==> config.mk <==
export PLATFORM = sky130hd
export DESIGN_NAME = pffb_flag_bank
export DESIGN_NICKNAME = d
export VERILOG_FILES = /design/src/rtl/pffb_pkg.sv /design/src/rtl/pffb_flag_bank.sv
export VERILOG_INCLUDE_DIRS = /design/src /design/src/rtl
export SDC_FILE = /design/constraint.sdc
export NUM_CORES = 1
export LEC_CHECK = 0
export ABC_AREA = 1
export BUFFER_PORTS_ARGS = -buffer_cell sky130_fd_sc_hd__buf_2
export CAP_MARGIN = 20
export CORE_MARGIN = 2
export CORE_UTILIZATION = 58
export DETAILED_ROUTE_END_ITERATION = 10
export PLACE_DENSITY = 0.82
export SYNTH_ARGS = -nofsm -noshare
export SYNTH_HDL_FRONTEND = slang
export SYNTH_SLANG_ARGS = --single-unit
==> constraint.sdc <==
create_clock -name clk_i -period 6.1 [get_ports clk_i]
set_clock_uncertainty 0.15 [all_clocks]
set_input_delay 0.61 -clock clk_i [delete_from_list [all_inputs] [get_ports clk_i]]
set_output_delay 0.61 -clock clk_i [all_outputs]
set_load 0.05 [all_outputs]
==> src/rtl/pffb_defines.svh <==
`ifndef PFFB_DEFINES_SVH
`define PFFB_DEFINES_SVH

// Register byte offsets
`define PFFB_OFF_THERM      8'h00
`define PFFB_OFF_LP_ALERT   8'h04
`define PFFB_OFF_LP_FAULT   8'h08
`define PFFB_OFF_PF_ALERT   8'h0C
`define PFFB_OFF_PF_STATUS  8'h10
`define PFFB_OFF_EN_BASE    8'h20
`define PFFB_OFF_EN_LAST    8'h30
`define PFFB_OFF_IRQ_STAT   8'h40
`define PFFB_OFF_IRQ_MASK   8'h44

// Bits that exist in each flag register
`define PFFB_MASK_THERM     8'hF7
`define PFFB_MASK_LP_ALERT  8'hF0
`define PFFB_MASK_LP_FAULT  8'hF6
`define PFFB_MASK_PF        8'hDF
`define PFFB_MASK_SUSPEND   8'h08

// Interrupt status bit positions
`define PFFB_IRQ_THERM      0
`define PFFB_IRQ_LP_ALERT   1
`define PFFB_IRQ_LP_FAULT   2
`define PFFB_IRQ_PF_ALERT   3
`define PFFB_IRQ_PF_STATUS  4

// Reset values
`define PFFB_RST_FLAG       8'h00
`define PFFB_RST_EN         8'hFF
`define PFFB_RST_IRQ        5'h00
`define PFFB_RST_DAT        32'h0000_0000

`endif

==> src/rtl/pffb_pkg.sv <==
package pffb_pkg;

   typedef logic [7:0] pffb_byte_t;

   typedef struct packed {
      logic fet_overtemp_flag;
      logic internal_overtemp_flag;
      logic discharge_overtemp_flag;
      logic charge_overtemp_flag;
      logic reserved_zero_bit;
      logic internal_undertemp_flag;
      logic discharge_undertemp_flag;
      logic charge_undertemp_flag;
   } pffb_thermal_t;

   typedef struct packed {
      logic       tier3_discharge_overcurrent_flag;
      logic       short_circuit_latch_flag;
      logic       discharge_overcurrent_latch_flag;
      logic       cell_overvoltage_latch_flag;
      logic       precharge_timeout_suspended;
      logic [2:0] reserved_zero_bit;
   } pffb_lp_alert_t;

   typedef struct packed {
      logic tier3_discharge_overcurrent_flag;
      logic short_circuit_latch_flag;
      logic discharge_overcurrent_latch_flag;
      logic cell_overvoltage_latch_flag;
      logic reserved_zero_bit;
      logic precharge_timeout_flag;
      logic host_watchdog_flag;
      logic reserved_zero_bit_low;
   } pffb_lp_fault_t;

   typedef struct packed {
      logic copper_deposition_flag;
      logic safety_fet_overtemp_flag;
      logic reserved_zero_bit;
      logic safety_overtemp_flag;
      logic safety_discharge_overcurrent_flag;
      logic safety_charge_overcurrent_flag;
      logic safety_cell_overvoltage_flag;
      logic safety_cell_undervoltage_flag;
   } pffb_pf_t;

endpackage

==> src/rtl/pffb_flag_bank.sv <==
// The Wishbone register port and the address map are this design's own decisions.
`timescale 1ns/1ps
`default_nettype none
`include "pffb_defines.svh"

module pffb_flag_bank
   import pffb_pkg::*;
(
   input  wire logic           clk_i,
   input  wire logic           rst_i,
   input  wire logic           wb_cyc_i,
   input  wire logic           wb_stb_i,
   input  wire logic           wb_we_i,
   input  wire logic [7:0]     wb_adr_i,
   input  wire logic [3:0]     wb_sel_i,
   input  wire logic [31:0]    wb_dat_i,
   output var  logic [31:0]    wb_dat_o,
   output var  logic           wb_ack_o,
   output var  logic           wb_err_o,
   input  wire pffb_thermal_t  therm_trig_i,
   input  wire pffb_lp_alert_t lp_alert_trig_i,
   input  wire pffb_lp_fault_t lp_fault_trig_i,
   input  wire pffb_pf_t       pf_alert_trig_i,
   input  wire pffb_pf_t       pf_status_trig_i,
   output logic                irq_o
);

   ////////////////////////////////////////////////////////////////////////
   // Decode helpers

   function automatic logic [2:0] word_index(input logic [7:0] adr,
                                             input logic [7:0] base);
      logic [7:0] diff;
      diff = adr - base;
      word_index = diff[4:2];
   endfunction

   function automatic logic in_span(input logic [7:0] adr,
                                    input logic [7:0] lo,
                                    input logic [7:0] hi);
      in_span = (adr >= lo) && (adr <= hi) && (adr[1:0] == 2'b00);
   endfunction

   ////////////////////////////////////////////////////////////////////////
   // State

   pffb_thermal_t  therm;
   pffb_lp_alert_t lp_alert;
   pffb_lp_fault_t lp_fault;
   pffb_pf_t       pf_alert;
   pffb_pf_t       pf_status;
   pffb_byte_t     en [5];
   logic [4:0]     irq_stat;
   logic [4:0]     irq_mask;

   ////////////////////////////////////////////////////////////////////////
   // Bus decode

   logic       req;
   logic       is_flag;
   logic       is_en;
   logic       is_stat;
   logic       is_mask;
   logic       hit;
   logic       wr_ok;
   logic       rd_stat;
   logic [2:0] flag_idx;
   logic [2:0] en_idx;

   assign req      = wb_cyc_i & wb_stb_i & ~wb_ack_o & ~wb_err_o;
   assign is_flag  = in_span(wb_adr_i, `PFFB_OFF_THERM, `PFFB_OFF_PF_STATUS);
   assign is_en    = in_span(wb_adr_i, `PFFB_OFF_EN_BASE, `PFFB_OFF_EN_LAST);
   assign is_stat  = (wb_adr_i == `PFFB_OFF_IRQ_STAT);
   assign is_mask  = (wb_adr_i == `PFFB_OFF_IRQ_MASK);
   assign hit      = is_flag | is_en | is_stat | is_mask;
   assign flag_idx = word_index(wb_adr_i, `PFFB_OFF_THERM);
   assign en_idx   = word_index(wb_adr_i, `PFFB_OFF_EN_BASE);
   // Flag registers are not writable
   assign wr_ok    = req & wb_we_i & wb_sel_i[0];
   assign rd_stat  = req & ~wb_we_i & is_stat;

   ////////////////////////////////////////////////////////////////////////
   // Flag qualification: triggered and enabled

   pffb_thermal_t  next_therm;
   pffb_lp_alert_t next_lp_alert;
   pffb_lp_fault_t next_lp_fault;
   pffb_pf_t       next_pf_alert;
   pffb_pf_t       next_pf_status;

   pffb_thermal_t  therm_on;
   pffb_lp_alert_t lpa_on;
   pffb_lp_fault_t lpf_on;
   pffb_pf_t       pfa_on;
   pffb_pf_t       pfs_on;

   // Condition present and software enable set
   assign therm_on = therm_trig_i & en[0];
   assign lpa_on   = lp_alert_trig_i & en[1];
   assign lpf_on   = lp_fault_trig_i & en[2];
   assign pfa_on   = pf_alert_trig_i & en[3];
   assign pfs_on   = pf_status_trig_i & en[4];

   always_comb begin
      next_therm.fet_overtemp_flag       = therm_on.fet_overtemp_flag;
      next_therm.internal_overtemp_flag  = therm_on.internal_overtemp_flag;
      next_therm.discharge_overtemp_flag = therm_on.discharge_overtemp_flag;
      next_therm.charge_overtemp_flag    = therm_on.charge_overtemp_flag;
      next_therm.reserved_zero_bit       = 1'b0;
      next_therm.internal_undertemp_flag = therm_on.internal_undertemp_flag;
      next_therm.discharge_undertemp_flag = therm_on.discharge_undertemp_flag;
      next_therm.charge_undertemp_flag   = therm_on.charge_undertemp_flag;
   end

   always_comb begin
      next_lp_alert.tier3_discharge_overcurrent_flag = lpa_on.tier3_discharge_overcurrent_flag;
      next_lp_alert.short_circuit_latch_flag = lpa_on.short_circuit_latch_flag;
      next_lp_alert.discharge_overcurrent_latch_flag = lpa_on.discharge_overcurrent_latch_flag;
      next_lp_alert.cell_overvoltage_latch_flag = lpa_on.cell_overvoltage_latch_flag;
      // Suspend state is a status, not an enabled alert
      next_lp_alert.precharge_timeout_suspended = lp_alert_trig_i.precharge_timeout_suspended;
      next_lp_alert.reserved_zero_bit = 3'h0;
   end

   always_comb begin
      next_lp_fault.tier3_discharge_overcurrent_flag = lpf_on.tier3_discharge_overcurrent_flag;
      next_lp_fault.short_circuit_latch_flag = lpf_on.short_circuit_latch_flag;
      next_lp_fault.discharge_overcurrent_latch_flag = lpf_on.discharge_overcurrent_latch_flag;
      next_lp_fault.cell_overvoltage_latch_flag = lpf_on.cell_overvoltage_latch_flag;
      next_lp_fault.reserved_zero_bit = 1'b0;
      next_lp_fault.precharge_timeout_flag = lpf_on.precharge_timeout_flag;
      next_lp_fault.host_watchdog_flag = lpf_on.host_watchdog_flag;
      next_lp_fault.reserved_zero_bit_low = 1'b0;
   end

   always_comb begin
      next_pf_alert.copper_deposition_flag = pfa_on.copper_deposition_flag;
      next_pf_alert.safety_fet_overtemp_flag = pfa_on.safety_fet_overtemp_flag;
      next_pf_alert.reserved_zero_bit = 1'b0;
      next_pf_alert.safety_overtemp_flag = pfa_on.safety_overtemp_flag;
      next_pf_alert.safety_discharge_overcurrent_flag = pfa_on.safety_discharge_overcurrent_flag;
      next_pf_alert.safety_charge_overcurrent_flag = pfa_on.safety_charge_overcurrent_flag;
      next_pf_alert.safety_cell_overvoltage_flag = pfa_on.safety_cell_overvoltage_flag;
      next_pf_alert.safety_cell_undervoltage_flag = pfa_on.safety_cell_undervoltage_flag;
   end

   always_comb begin
      next_pf_status.copper_deposition_flag = pfs_on.copper_deposition_flag;
      next_pf_status.safety_fet_overtemp_flag = pfs_on.safety_fet_overtemp_flag;
      next_pf_status.reserved_zero_bit = 1'b0;
      next_pf_status.safety_overtemp_flag = pfs_on.safety_overtemp_flag;
      next_pf_status.safety_discharge_overcurrent_flag = pfs_on.safety_discharge_overcurrent_flag;
      next_pf_status.safety_charge_overcurrent_flag = pfs_on.safety_charge_overcurrent_flag;
      next_pf_status.safety_cell_overvoltage_flag = pfs_on.safety_cell_overvoltage_flag;
      next_pf_status.safety_cell_undervoltage_flag = pfs_on.safety_cell_undervoltage_flag;
   end

   ////////////////////////////////////////////////////////////////////////
   // Rising flags raise interrupt events

   logic [7:0] rise_therm;
   logic [7:0] rise_lp_alert;
   logic [7:0] rise_lp_fault;
   logic [7:0] rise_pf_alert;
   logic [7:0] rise_pf_status;
   logic [4:0] event_set;
   logic [4:0] next_irq_stat;

   assign rise_therm     = next_therm & ~therm;
   assign rise_lp_alert  = next_lp_alert & ~lp_alert;
   assign rise_lp_fault  = next_lp_fault & ~lp_fault;
   assign rise_pf_alert  = next_pf_alert & ~pf_alert;
   assign rise_pf_status = next_pf_status & ~pf_status;

   assign event_set[`PFFB_IRQ_THERM]     = |rise_therm;
   assign event_set[`PFFB_IRQ_LP_ALERT]  = |rise_lp_alert;
   assign event_set[`PFFB_IRQ_LP_FAULT]  = |rise_lp_fault;
   assign event_set[`PFFB_IRQ_PF_ALERT]  = |rise_pf_alert;
   assign event_set[`PFFB_IRQ_PF_STATUS] = |rise_pf_status;
   // Set wins over the read clear
   assign next_irq_stat = (irq_stat & {5{~rd_stat}}) | event_set;

   ////////////////////////////////////////////////////////////////////////
   // Read data

   pffb_byte_t flag_rd;
   pffb_byte_t rd_byte;

   always_comb begin
      unique case (flag_idx)
         3'h0:    flag_rd = therm;
         3'h1:    flag_rd = lp_alert;
         3'h2:    flag_rd = lp_fault;
         3'h3:    flag_rd = pf_alert;
         default: flag_rd = pf_status;
      endcase
   end

   assign rd_byte = is_flag ? flag_rd :
                    is_en   ? en[en_idx] :
                    is_stat ? {3'h0, irq_stat} :
                    is_mask ? {3'h0, irq_mask} : 8'h00;

   ////////////////////////////////////////////////////////////////////////
   // Flag and interrupt status registers

   always_ff @(posedge clk_i) begin
      if (rst_i) begin
         therm <= `PFFB_RST_FLAG;
      end else begin
         therm <= next_therm;
      end
   end

   always_ff @(posedge clk_i) begin
      if (rst_i) begin
         lp_alert <= `PFFB_RST_FLAG;
      end else begin
         lp_alert <= next_lp_alert;
      end
   end

   always_ff @(posedge clk_i) begin
      if (rst_i) begin
         lp_fault <= `PFFB_RST_FLAG;
      end else begin
         lp_fault <= next_lp_fault;
      end
   end

   always_ff @(posedge clk_i) begin
      if (rst_i) begin
         pf_alert <= `PFFB_RST_FLAG;
      end else begin
         pf_alert <= next_pf_alert;
      end
   end

   always_ff @(posedge clk_i) begin
      if (rst_i) begin
         pf_status <= `PFFB_RST_FLAG;
      end else begin
         pf_status <= next_pf_status;
      end
   end

   always_ff @(posedge clk_i) begin
      if (rst_i) begin
         irq_stat <= `PFFB_RST_IRQ;
      end else begin
         irq_stat <= next_irq_stat;
      end
   end

   ////////////////////////////////////////////////////////////////////////
   // Software enables and mask

   always_ff @(posedge clk_i) begin
      if (rst_i) begin
         for (int i = 0; i < 5; i++) begin
            en[i] <= `PFFB_RST_EN;
         end
         irq_mask <= `PFFB_RST_IRQ;
      end else begin
         if (wr_ok && is_en) begin
            en[en_idx] <= wb_dat_i[7:0];
         end
         if (wr_ok && is_mask) begin
            irq_mask <= wb_dat_i[4:0];
         end
      end
   end

   ////////////////////////////////////////////////////////////////////////
   // Bus answer

   always_ff @(posedge clk_i) begin
      if (rst_i) begin
         wb_ack_o <= 1'b0;
         wb_err_o <= 1'b0;
         wb_dat_o <= `PFFB_RST_DAT;
      end else begin
         wb_ack_o <= req & hit;
         wb_err_o <= req & ~hit;
         wb_dat_o <= (req & ~wb_we_i) ? {24'h00_0000, rd_byte} : `PFFB_RST_DAT;
      end
   end

   assign irq_o = |(irq_stat & irq_mask);

endmodule

`default_nettype wire

==> flow_summary.yaml <==
outcome:
  status: "completed"
floorplanning:
  initial_utilization_pct: 60.3
  die_area_sq_um: 9930
  core_sq_um: 8810
  die_h_um: 99.7
  boundaryPins: 124
  die_w_um: 99.7
  rows: 34
final_layout:
  final_layout_size_suffix_gt1_share_pct: 16.8
  synthToLayoutAreaGrowth_pct: 18.0
  insertedDiodeCount: 0
  final_cell_mix: "217 x nand2_1, 83 x nor2_1, 64 x edfxtp_1, 64 x buf_2, 52 x dfxtp_1"
  fillerInstances: 648
  final_area_sq_um: 6260
  layout_commonest_cell: "nand2_1"
  nNetsFinal: 819
placement:
  place_congestion: 0.974
  port_buffers: 64
  hpwl_um: 9890
  placed_area_sq_um: 5720
logic_synthesis:
  yosysTopAreaCell: "edfxtp_1"
  synth_ff_type: "edfxtp_1"
  synth_top_area_share_pct: 36.2
  seq_area_frac_synth_pct: 55.8
  synthArstFlopShare_pct: 0
  synth_area_sq_um: 5310
  netlist_top_cells_area: "edfxtp_1 36%, dfxtp_1 20%, nand2_1 15%, nor2_1 5.9%, nand3_1 3.4%"
  synth-edff-count: 64
  postSynthCellCount: 636
  yosysWarnings: 0
  synthDistinctLibCells: 37
  ys_seq_elements: 116
  syn_avg_cell_area_sq_um: 8.35
clocking:
  cts.htree.levels: 4
  holdBufCountCts: 0
  worstSkewPairLatency_ns: 0.52
  cts-resized-gates: 0
  post_cts_buffers: 0
  clockBufferDepth: 2
  cts_tree: "done"
  cts-root-buf: "clkbuf_8"
  clock-sinks: 116
  path_clk_slew_ns: 0.06
  cts_made_buffers: 17
timing:
  min_period_ns: 3.03
  slew_headroom_pct: 42.1
  fmax_ghz: 0.330
  fin_crit_sh_pct: 49.7
  drv_slew: 0
  worstMarginPinSlew_ns: 0.860
  hold_viol_final: 0
  rsz0062_at_grt: "no"
  setup_viol: 0
  fin_tns_setup_ns: 0
drt:
  wl_per_cell_um: 16.6
  vias: 4664
  wirelength_um: 14100
  ant_nets: 0
  routed_via_density: 5.48
  drc_errors: 0
  dr.pass1.iters: 6
  drtIter0Drc: 360
setup_path:
  timing.rr.start: "wb_ack_o"
  cpMaxStageDelayCell: "o21ai_0"
  rr_worst_depth: 6
  startpoint_type: "input pin"
  critPathBufInv: 3
  path_class: "input pin to flop"
  crit_start: "wb_adr_i[4]"
  path_max_fanout: 20
  critPathArrivalTime_ns: 3.12
  cp_top_family: "buffers and inverters"
  cp-end-kind: "flop"
  crit_chain: "buf_2 > inv_1 > nor2_1 > nand2_1 > o21ai_0 > buf_4"
  required_ns: 6.18
  path_depth: 6
  slowest_delay_ns: 0.71
global_route:
  antenna_found_initial: 0
  grt_pass1_wl_um: 22000
  grt_overflow: 0
  use_met1_pct: 36.7
  busiest_layer: "met2"
  grt_max_degree: 39
  use_met2_pct: 47.6
  grt_use_total_pct: 29.4
  grt_pass1_vias: 4482
  grt_use_met3_pct: 7.59
hold_path:
  min_from: "wb_dat_i[5]"
  hp-class: "input pin to flop"
  whs_path_depth: 1
pwr:
  clkPwrFrac_pct: 46.8
  peakVddDrop_v: 0.000151
  switching_share_pct: 26.0
  p_per_area_nw_per_um2: 310
  seq_power_share_pct: 44.6
  combPwrFrac_pct: 8.6
  fin_total_pwr_uw: 1940
  internal_power_uw: 1440
  switchingPower_uw: 506
  power_leakage_uw: 0.00279
job:
  max_cap_viol_count: 0
## layer usage
layer,up-vias,share of wire [%]
li1,2187,-
met1,2122,38
met4,0,3.8
met2,299,48
met3,56,10
met5,-,0
## synthesized netlist by cell type (2+ instances only)
master / number
nor2_2: 2
nand2_2: 2
dfxtp_1: 52
buf_1: 3
clkinv_2: 2
nand4_1: 14
nor2_1: 83
o211ai_1: 2
clkbuf_1: 10
o21ai_0: 14
nand3b_1: 3
inv_2: 2
inv_1: 46
nand3_1: 36
nor2_4: 3
o21ai_1: 2
o221ai_1: 2
o22ai_1: 3
or2_2: 11
nand2_1: 217
nor3_1: 8
o2111ai_1: 2
edfxtp_1: 64
a21oi_1: 17
buf_4: 24
## through the flow
step / std cells / hold WS (ns) / setup slack (ns) / util, %
after detailed placement: 819 / 0.325 / 2.75 / 64.9
after global routing: 851 / 0.155 / 2.95 / 71.1
after floorplan: 683 / 0.287 / 3.56 / -
after global placement: 817 / 0.315 / 2.52 / 64.8
final: 851 / 0.152 / 3.07 / 71.1
after CTS: 851 / 0.143 / 3.21 / 71.1
## flip-flops by register name, summed over array words and instances (netlist names)
signal / flops
wb_err_o: 1
lp_alert: 5
therm: 7
lp_fault: 6
en: 64
irq_stat: 5
pf_status: 7
pf_alert: 7
wb_dat_o: 8
wb_ack_o: 1
irq_mask: 5
## logic make-up after synthesis
group                  after synthesis  synth area share (%)
AOI/OAI and AO/OA                   46                  5.14
buffers and inverters               90                  8.37
and+or+nand+nor                    383                  30.6
DFF                                116                  55.8
other                                1                0.0706
## path summary, 6_finish.rpt
path / endpoint / slack (ns)
max: en[4][2] / 3.07
min: en[5][5] / 0.15
max reg2reg: en[4][2] / 3.56
min reg2reg: irq_mask[3] / 0.33
## power by group through the flow
stage                     clock [uW]  sequential, uW  combinational (uW)
after floorplan                    0             878                 125
final                            909             866                 167
after global placement             0             880                 157
after CTS                        908             865                 163
after global routing             947             868                 182
after detailed placement           0             881                 162
## cell type report
type | instances | area [sq um] | share of cell area (%)
multi-input combinational | 477 | 2080 | 33.2
clock buffer | 17 | 414 | 6.61
inverter | 51 | 199 | 3.18
tap | 108 | 135 | 2.16
sequential | 116 | 2960 | 47.3
timing repair buffer | 67 | 343 | 5.47
clock inverter | 15 | 131 | 2.10
## worst register-to-register path, cell delays in order (launching register included)
cell,delay (ns)
dfxtp_1,0.30
nor2_1,0.13
nand3_1,0.11
nor2_1,0.39
nand2_1,0.18
o21ai_0,0.71
buf_4,0.28
(Power assumes the default switching activity.)
